### src/pkg/pipe_ctrl_pkg.sv
package pipe_ctrl_pkg;

    localparam int unsigned NUM_STAGES     = 4;
    localparam int unsigned PREFETCH_WORDS = 2;
    localparam int unsigned FP_LAT_DEFAULT = 0;
    localparam int unsigned FP_CNT_W       = 8;

    localparam logic [31:0] RESET_PC      = 32'h0000_0000;
    localparam logic [31:0] PC_STEP_FULL  = 32'h0000_0004;
    localparam logic [31:0] PC_STEP_COMP  = 32'h0000_0002;
    localparam logic [31:0] ILLEGAL_INSTR = 32'h0000_0000;

    localparam logic [6:0] OPC_OPIMM = 7'h13;
    localparam logic [6:0] OPC_OP    = 7'h33;
    localparam logic [6:0] OPC_LOAD  = 7'h03;
    localparam logic [6:0] OPC_STORE = 7'h23;
    localparam logic [6:0] OPC_JAL   = 7'h6f;
    localparam logic [6:0] OPC_JALR  = 7'h67;

    localparam logic [1:0] QUAD_0    = 2'h0;
    localparam logic [1:0] QUAD_1    = 2'h1;
    localparam logic [1:0] QUAD_2    = 2'h2;
    localparam logic [1:0] QUAD_FULL = 2'h3;

    typedef enum logic [1:0] {
        CTL_RUN    = 2'b01,
        CTL_FPWAIT = 2'b10
    } ctl_e;

endpackage

### src/verilog/inorder_pipeline_hazard_control.sv
`timescale 1ns/100ps
module inorder_pipeline_hazard_control #(
    parameter int unsigned float_unit_latency_setting = pipe_ctrl_pkg::FP_LAT_DEFAULT
) (
    input  wire logic        clk,
    input  wire logic        reset_n,
    output logic             instrReq,
    output logic [31:0]      instrAddr,
    input  wire logic        instrGnt,
    input  wire logic        instrRvalid,
    input  wire logic [31:0] instrRdata,
    output logic             idValid,
    output logic [31:0]      idInstr,
    output logic [31:0]      idPc,
    input  wire logic [4:0]  idRs1,
    input  wire logic [4:0]  idRs2,
    input  wire logic        idUseRs1,
    input  wire logic        idUseRs2,
    input  wire logic [4:0]  idRd,
    input  wire logic        idRegWe,
    input  wire logic        idIsJal,
    input  wire logic        idIsJalr,
    input  wire logic [31:0] idJumpTarget,
    input  wire logic        idIsLoad,
    input  wire logic        idIsFp,
    input  wire logic        idIsFpDivSqrt,
    input  wire logic [31:0] rfRdataA,
    input  wire logic [31:0] rfRdataB,
    output logic             exValid,
    output logic [4:0]       exRd,
    output logic [31:0]      exOperandA,
    output logic [31:0]      exOperandB,
    input  wire logic        exMultiCycleBusy,
    input  wire logic        exResultValid,
    input  wire logic [31:0] exResult,
    input  wire logic        exBranchTaken,
    input  wire logic [31:0] exBranchTarget,
    input  wire logic        fpResultValid,
    input  wire logic [31:0] fpResult,
    input  wire logic        loadValid,
    input  wire logic [31:0] loadData,
    output logic             stallId,
    output logic             stallEx,
    output logic             exWe,
    output logic [4:0]       exWaddr,
    output logic [31:0]      exWdata,
    output logic             wbWe,
    output logic [4:0]       wbWaddr,
    output logic [31:0]      wbWdata
);

    localparam bit LAT_EQ1 = (float_unit_latency_setting == 1);
    localparam bit LAT_GT1 = (float_unit_latency_setting > 1);
    localparam bit LAT_NZ  = (float_unit_latency_setting != 0);
    localparam logic [pipe_ctrl_pkg::FP_CNT_W-1:0] FP_CNT_INIT =
        pipe_ctrl_pkg::FP_CNT_W'(float_unit_latency_setting);

    typedef struct packed {
        pipe_ctrl_pkg::ctl_e                ctl;
        logic [pipe_ctrl_pkg::FP_CNT_W-1:0] fpCnt;
        logic [31:0]                        pc;
        logic [31:0]                        fetchAddr;
        logic [1:0][31:0]                   words;
        logic [1:0]                         cnt;
        logic                               outst;
        logic                               drop;
        logic                               idValid;
        logic [31:0]                        idInstr;
        logic [31:0]                        idPc;
        logic                               exValid;
        logic                               exWe;
        logic                               exLoad;
        logic                               exFp;
        logic [4:0]                         exRd;
        logic [31:0]                        exOpA;
        logic [31:0]                        exOpB;
        logic                               wbLoad;
        logic [4:0]                         wbRd;
        logic [4:0]                         fpRd;
        logic                               fpDiv;
        logic                               pendValid;
        logic [4:0]                         pendRd;
        logic [31:0]                        pendData;
    } state_s;

    state_s s_q;
    state_s s_d;

    logic [15:0] loHalf;
    logic [15:0] hiHalf;
    logic        isComp;
    logic        avail;
    logic [31:0] rawInstr;
    logic        aluWrite;
    logic        fpA;
    logic        fpB;
    logic        ldW;
    logic        exStall;
    logic        idStall;
    logic        loadUse;
    logic        jalrHaz;
    logic        fpHaz;
    logic        idAdvance;
    logic        brTaken;
    logic        jumpTaken;
    logic        redirect;
    logic [31:0] target;
    logic        takeInstr;
    logic        pop;
    logic [1:0]  cntAfter;
    logic        push;

    function automatic logic [31:0] expandC(input logic [15:0] c);
        logic [11:0] immI;
        logic [11:0] immW;
        immI = {{6{c[12]}}, c[12], c[6:2]};
        immW = {5'h00, c[5], c[12:10], c[6], 2'h0};
        expandC = pipe_ctrl_pkg::ILLEGAL_INSTR;
        case ({c[15:13], c[1:0]})
            {3'h0, pipe_ctrl_pkg::QUAD_1}:
                expandC = {immI, c[11:7], 3'h0, c[11:7], pipe_ctrl_pkg::OPC_OPIMM};
            {3'h2, pipe_ctrl_pkg::QUAD_1}:
                expandC = {immI, 5'h00, 3'h0, c[11:7], pipe_ctrl_pkg::OPC_OPIMM};
            {3'h2, pipe_ctrl_pkg::QUAD_0}:
                expandC = {immW, 2'h1, c[9:7], 3'h2, 2'h1, c[4:2], pipe_ctrl_pkg::OPC_LOAD};
            {3'h6, pipe_ctrl_pkg::QUAD_0}:
                expandC = {5'h00, c[5], c[12], 2'h1, c[4:2], 2'h1, c[9:7], 3'h2,
                           c[11:10], c[6], 2'h0, pipe_ctrl_pkg::OPC_STORE};
            {3'h5, pipe_ctrl_pkg::QUAD_1}:
                expandC = {c[12], c[8], c[10:9], c[6], c[7], c[2], c[11], c[5:3],
                           c[12], {8{c[12]}}, 5'h00, pipe_ctrl_pkg::OPC_JAL};
            {3'h4, pipe_ctrl_pkg::QUAD_2}: begin
                if (c[6:2] != 5'h00) begin
                    expandC = {7'h00, c[6:2], c[12] ? c[11:7] : 5'h00, 3'h0, c[11:7],
                               pipe_ctrl_pkg::OPC_OP};
                end else begin
                    expandC = {12'h000, c[11:7], 3'h0, 4'h0, c[12],
                               pipe_ctrl_pkg::OPC_JALR};
                end
            end
            default: expandC = pipe_ctrl_pkg::ILLEGAL_INSTR;
        endcase
    endfunction

    // decode source matches a producer destination
    function automatic logic dependsOn(input logic [4:0] rd);
        dependsOn = (idUseRs1 && idRs1 == rd) || (idUseRs2 && idRs2 == rd);
    endfunction

    // youngest producer first; no write-through register file needed
    function automatic logic [31:0] fwd(input logic [4:0] rs, input logic [31:0] rf);
        if (aluWrite && s_q.exRd == rs) begin
            fwd = exResult;
        end else if ((fpA || fpB) && s_q.fpRd == rs) begin
            fwd = fpResult;
        end else if (ldW && s_q.wbRd == rs) begin
            fwd = loadData;
        end else if (s_q.pendValid && s_q.pendRd == rs) begin
            fwd = s_q.pendData;
        end else begin
            fwd = rf;
        end
    endfunction

    always_comb begin
        s_d = s_q;
        loHalf = s_q.pc[1] ? s_q.words[0][31:16] : s_q.words[0][15:0];
        hiHalf = s_q.pc[1] ? s_q.words[1][15:0] : s_q.words[0][31:16];
        isComp = loHalf[1:0] != pipe_ctrl_pkg::QUAD_FULL;
        // a full-width instruction at an odd half needs both buffered words
        avail = (s_q.pc[1] && !isComp) ? (s_q.cnt == 2'd2) : (s_q.cnt != 2'd0);
        rawInstr = isComp ? expandC(loHalf) : {hiHalf, loHalf};

        fpA = fpResultValid && LAT_GT1;
        fpB = fpResultValid && LAT_EQ1;
        aluWrite = s_q.exValid && s_q.exWe && !s_q.exLoad && exResultValid
                   && !(s_q.exFp && LAT_NZ);
        ldW = s_q.wbLoad && loadValid;
        exStall = exMultiCycleBusy || (fpA && aluWrite);

        loadUse = s_q.exValid && s_q.exLoad && s_q.exWe && dependsOn(s_q.exRd);
        jalrHaz = idIsJalr && idUseRs1 && s_q.exValid && s_q.exWe
                  && idRs1 == s_q.exRd;
        fpHaz = s_q.ctl == pipe_ctrl_pkg::CTL_FPWAIT && dependsOn(s_q.fpRd);
        idStall = exStall || loadUse || jalrHaz || fpHaz;

        brTaken = s_q.exValid && exBranchTaken && !exStall;
        idAdvance = s_q.idValid && !idStall && !brTaken;
        jumpTaken = idAdvance && (idIsJal || idIsJalr);
        redirect = brTaken || jumpTaken;
        target = brTaken ? exBranchTarget : idJumpTarget;

        // fetch buffer and aligner
        takeInstr = avail && (!s_q.idValid || idAdvance) && !redirect;
        pop = takeInstr && !(!s_q.pc[1] && isComp);
        cntAfter = s_q.cnt - {1'b0, pop};
        push = instrRvalid && !s_q.drop && !redirect;
        instrReq = !redirect && (!s_q.outst || instrRvalid)
                   && (cntAfter == 2'd0 || (cntAfter == 2'd1 && !push));
        if (pop) begin
            s_d.words[0] = s_q.words[1];
        end
        if (push) begin
            s_d.words[cntAfter[0]] = instrRdata;
        end
        s_d.cnt = cntAfter + {1'b0, push};
        if (takeInstr) begin
            s_d.pc = s_q.pc + (isComp ? pipe_ctrl_pkg::PC_STEP_COMP
                                      : pipe_ctrl_pkg::PC_STEP_FULL);
        end
        if (instrRvalid) begin
            s_d.outst = 1'b0;
            s_d.drop = 1'b0;
        end
        if (instrReq && instrGnt) begin
            s_d.outst = 1'b1;
            s_d.fetchAddr = s_q.fetchAddr + pipe_ctrl_pkg::PC_STEP_FULL;
        end

        // decode register
        if (takeInstr) begin
            s_d.idValid = 1'b1;
            s_d.idInstr = rawInstr;
            s_d.idPc = s_q.pc;
        end else if (idAdvance) begin
            s_d.idValid = 1'b0;
        end

        // redirect flushes fetch and decode; stale response is discarded
        if (redirect) begin
            s_d.pc = target;
            s_d.fetchAddr = {target[31:2], 2'h0};
            s_d.cnt = 2'd0;
            s_d.idValid = 1'b0;
            s_d.drop = s_q.outst && !instrRvalid;
        end

        // execute and write-back registers
        if (!exStall) begin
            s_d.exValid = idAdvance;
            s_d.exWe = idRegWe;
            s_d.exLoad = idIsLoad;
            s_d.exFp = idIsFp;
            s_d.exRd = idRd;
            s_d.exOpA = fwd(idRs1, rfRdataA);
            s_d.exOpB = fwd(idRs2, rfRdataB);
            s_d.wbLoad = s_q.exValid && s_q.exLoad && s_q.exWe;
            s_d.wbRd = s_q.exRd;
        end else begin
            s_d.wbLoad = 1'b0;
        end

        // float hazard window, counted in cycles of configured latency; a divide or square root holds it until fpResultValid
        case (s_q.ctl)
            pipe_ctrl_pkg::CTL_FPWAIT: begin
                if (s_q.fpDiv ? fpResultValid : (s_q.fpCnt <= 1)) begin
                    s_d.ctl = pipe_ctrl_pkg::CTL_RUN;
                end
                s_d.fpCnt = s_q.fpCnt - 1'b1;
            end
            default: s_d.ctl = pipe_ctrl_pkg::CTL_RUN;
        endcase
        if (idAdvance && idIsFp) begin
            s_d.fpRd = idRd;
            s_d.fpDiv = idIsFpDivSqrt;
            s_d.fpCnt = FP_CNT_INIT;
            if (LAT_NZ) begin
                s_d.ctl = pipe_ctrl_pkg::CTL_FPWAIT;
            end
        end

        // write-back port: load first, float parked for next free cycle
        if (!ldW) begin
            s_d.pendValid = 1'b0;
        end
        if (fpB && (ldW || s_q.pendValid)) begin
            s_d.pendValid = 1'b1;
            s_d.pendRd = s_q.fpRd;
            s_d.pendData = fpResult;
        end
        wbWe = ldW || s_q.pendValid || fpB;
        wbWaddr = ldW ? s_q.wbRd : (s_q.pendValid ? s_q.pendRd : s_q.fpRd);
        wbWdata = ldW ? loadData : (s_q.pendValid ? s_q.pendData : fpResult);

        // execute port shared with the float unit
        exWe = fpA || aluWrite;
        exWaddr = fpA ? s_q.fpRd : s_q.exRd;
        exWdata = fpA ? fpResult : exResult;
    end

    always_ff @(posedge clk or negedge reset_n) begin
        if (!reset_n) begin
            s_q <= '0;
            s_q.ctl <= pipe_ctrl_pkg::CTL_RUN;
            s_q.pc <= pipe_ctrl_pkg::RESET_PC;
            s_q.fetchAddr <= {pipe_ctrl_pkg::RESET_PC[31:2], 2'h0};
        end else begin
            s_q <= s_d;
        end
    end

    assign instrAddr  = s_q.fetchAddr;
    assign idValid    = s_q.idValid;
    assign idInstr    = s_q.idInstr;
    assign idPc       = s_q.idPc;
    assign exValid    = s_q.exValid;
    assign exRd       = s_q.exRd;
    assign exOperandA = s_q.exOpA;
    assign exOperandB = s_q.exOpB;
    assign stallId    = idStall;
    assign stallEx    = exStall;

endmodule

### config.mk
export PLATFORM = sky130hd
export DESIGN_NAME = inorder_pipeline_hazard_control
export DESIGN_NICKNAME = d
export VERILOG_FILES = /design/src/pkg/pipe_ctrl_pkg.sv /design/src/verilog/inorder_pipeline_hazard_control.sv
export SDC_FILE = /design/constraint.sdc
export NUM_CORES = 1
export LEC_CHECK = 0
export ABC_AREA = 1
export BUFFER_PORTS_ARGS = -buffer_cell sky130_fd_sc_hd__buf_2
export CAP_MARGIN = 20
export CORE_AREA = 2 2 206 208
export DETAILED_ROUTE_END_ITERATION = 16
export DIE_AREA = 0 0 208 210
export HOLD_SLACK_MARGIN = 0.1
export PLACE_DENSITY = 0.68
export SKIP_LAST_GASP = 1
export SYNTH_ARGS = -nofsm -noshare
export SYNTH_HDL_FRONTEND = slang
export SYNTH_SLANG_ARGS = --single-unit
### constraint.sdc
create_clock -name clk -period 11.7 [get_ports clk]
set_clock_uncertainty 0.2 [all_clocks]
set_input_delay 1.755 -clock clk [delete_from_list [all_inputs] [get_ports clk]]
set_output_delay 1.755 -clock clk [all_outputs]
set_load 0.05 [all_outputs]
==> flow_summary.ini <==
[timing]
slew-limit-headroom_pct = 26.28
fin_crit_ps = 9005
worstMarginPinSlew_ps = 1103
fmax_ghz = 0.1110
rsz0062_at_grt = no
final.setup.tns_ps = 0
setup_viol = 0
whs_ps = 273.3
fin_crit_sh_pct = 76.97
timing.final.hold_violations = 0
slew_violations = 0

[place]
hpwl_um = 47170
io_buffer_count = 529
place_congestion = 0.9603
placed_area_um2 = 18800

[detailed_routing]
routed_wl_um = 63590
drcViolationCount = 0
vias_per_cell = 5.228
wire_per_inst_um = 19.55
drt_iter0_drc = 1670
vias = 17008
antenna_left = 0
dr.pass1.iters = 5

[synthesis]
synth-edff-count = 0
ys_ff_latch = 278
synth_flop_cell = dfrtp_1
ys_types = 45
yosysWarnings = 0
synthCells = 2422
synth.avg_cell_area_um2 = 7.210
synth.cell_area_um2 = 17460
ys_async_sr_fraction_pct = 100.0
ys_seq_area_share_pct = 39.84

[critical_path]
critPathLaunchType = primary input
crit_arrival_ps = 7050
cp.required_ps = 9750
crit_start = exMultiCycleBusy
crit_fanout = 69
worstReg2RegStart = s_q[289]$_DFFE_PN0P_
crit_path_end_kind = output port
criticalPathCategory = in2out

[layout]
final_nets = 2973
multiInputGateArea_um2 = 7622
final-seq-area_um2 = 6957
stdcell_area_um2 = 20030
drive_above_1_share_pct = 23.86
nFillCells = 4204
area_delta_synth_final_pct = 14.72
final_core_util_pct = 48.30

[clock_tree]
cts.sinks = 278
cts_buffers = 35
hold_buffers = 0
clk_pin_slew_ps = 60
cts-resized-gates = 0
cts_tree = yes
clk_latency_ps = 560
cts_root_buf = clkbuf_16
cts_max_level = 2
cts_setup_buffers = 0
cts_max_path_buffers = 3

[hold_path]
hold_class = reg2reg
worstHoldStart = idPc[12]$_DFFE_PN0P_

[global_routing]
grt_max_degree = 89
grt_usage_pct = 28.37
overflow = 0
first_global_vias = 15834
antenna_found_initial = 17
grt_pass1_wl_um = 95730

[power_and_ir_drop]
power_frac_seq_pct = 28.4
finalPower_mw = 5.664
irDropWorstVdd_mv = 0.1467
leakage_nw = 10.54
p_per_area_nw_per_um2 = 282.7
swShare_pct = 51.27
p_int_mw = 2.760
switchingPower_mw = 2.904
pwr-share-clk_pct = 19.9
combPwrFrac_pct = 51.6

[floorplanning]
die_h_um = 210
coreArea_um2 = 41480
die_w_um = 208
io_pins = 534
num_rows = 75
start_util_pct = 42.10
die_area_um2 = 43680

[outcome]
outcome = finished, final reports clean

[job]
maxCapViolCount = 0
[synthesized netlist by cell type, types with 6 or more instances]
cell type  number  area, µm²
inv_1         196      735.7
nand3_1        68      340.3
a31oi_1        37      231.5
a21oi_1        83      415.4
buf_6          11      123.9
nor3_1         22      110.1
o31ai_1         6      45.04
dfrtp_1       278       6957
nand2_1       735       2759
buf_2          33      165.2
o21ai_0       336       1682
xor2_1         39      341.6
clkbuf_1       75      281.5
inv_2           7      26.28
xnor2_1        10      87.58
nand4_1        57      356.6
o21ai_1        51      255.2
ha_1            7      87.58
nor4_1          6      37.54
buf_4         206       1546
nor2_1        105      394.1
[critical path: stages]
cell	delay [ps]
buf_2	150
inv_2	40
buf_4	300
nand3_2	630
inv_2	470
nor2_2	260
nand3_2	140
a21oi_4	890
nand3_2	930
inv_1	220
ha_1	190
xor2_1	100
a21oi_1	120
o21ai_0	230
nor2_8	240
buf_2	300
[cells in the final DEF (no fill, tap or decap), types with 11 or more instances in the layout]
cell,Yosys,layout
dfrtp_1,278,278
nor2_1,105,105
buf_4,206,16
nand4_1,57,57
a31oi_1,37,37
clkbuf_16,0,35
diode_2,0,11
nand3_1,68,66
nand2_1,735,734
a21oi_1,83,83
xor2_1,39,39
nor3_1,22,22
buf_2,33,528
o21ai_1,51,51
o21ai_0,336,336
inv_1,196,196
[final timing paths]
kind	endpoint	slack [ps]	depth (start not counted)
min reg2reg	idPc[12]$_DFFE_PN0P_	270	2
max reg2reg	instrAddr[24]$_DFFE_PN0P_	5360	16
max	instrReq	2690	16
max in group asynchronous	instrAddr[8]$_DFFE_PN0P_	8070	3
min	idPc[12]$_DFFE_PN0P_	270	2
min in group asynchronous	exOperandA[28]$_DFFE_PN0N_	1010	1
[cell type report]
| cell class | count | area share (%) |
|---|---|---|
| Antenna cell | 11 | 0.1374 |
| Clock buffer | 47 | 4.796 |
| Clock inverter | 16 | 1.118 |
| Inverter | 204 | 3.847 |
| Multi-Input combinational cell | 1612 | 38.05 |
| Sequential cell | 278 | 34.72 |
| Tap cell | 539 | 3.366 |
| Timing Repair Buffer | 546 | 13.96 |
[logic make-up after synthesis]
logic type / synth area share, %
multiplexers: 0.06448
adder cells (fa/ha/maj): 0.6162
flip-flops: 39.84
AND/OR/NAND/NOR: 24.10
XOR/XNOR: 2.458
other: 0.02147
AO/OA/AOI/OAI: 16.29
buffers and inverters: 16.62
[per-layer routing]
layer,share of wire [%],up-vias,GRT usage [%]
met5,0.11,-,0
met4,3.2,10,10.96
met3,7.8,96,5.602
met2,46,712,44.39
met1,43,8017,38.90
li1,-,8173,-
[metrics by stage]
stage / setup WS (ps) / instances
after global placement: 2681 / 3178
after floorplan: 5819 / 2423
final: 2695 / 3253
after CTS: 2731 / 3241
after global routing: 2289 / 3249
after detailed placement: 2751 / 3178
[power groups by stage]
stage	clock network (mW)	logic [mW]	registers [mW]
after floorplan	0	2.47	1.53
after global placement	0	2.85	1.60
after detailed placement	0	2.90	1.62
after CTS	1.15	2.91	1.60
after global routing	1.19	3.20	1.66
final	1.13	2.92	1.61
[state kept, by name, summed over array words and instances, names as in the netlist]
register,count
instrAddr,30
exRd,5
exOperandA,32
exOperandB,32
idInstr,32
exValid,1
s_q,113
idPc,32
idValid,1
Note: power is estimated with default switching activity, not from simulation.
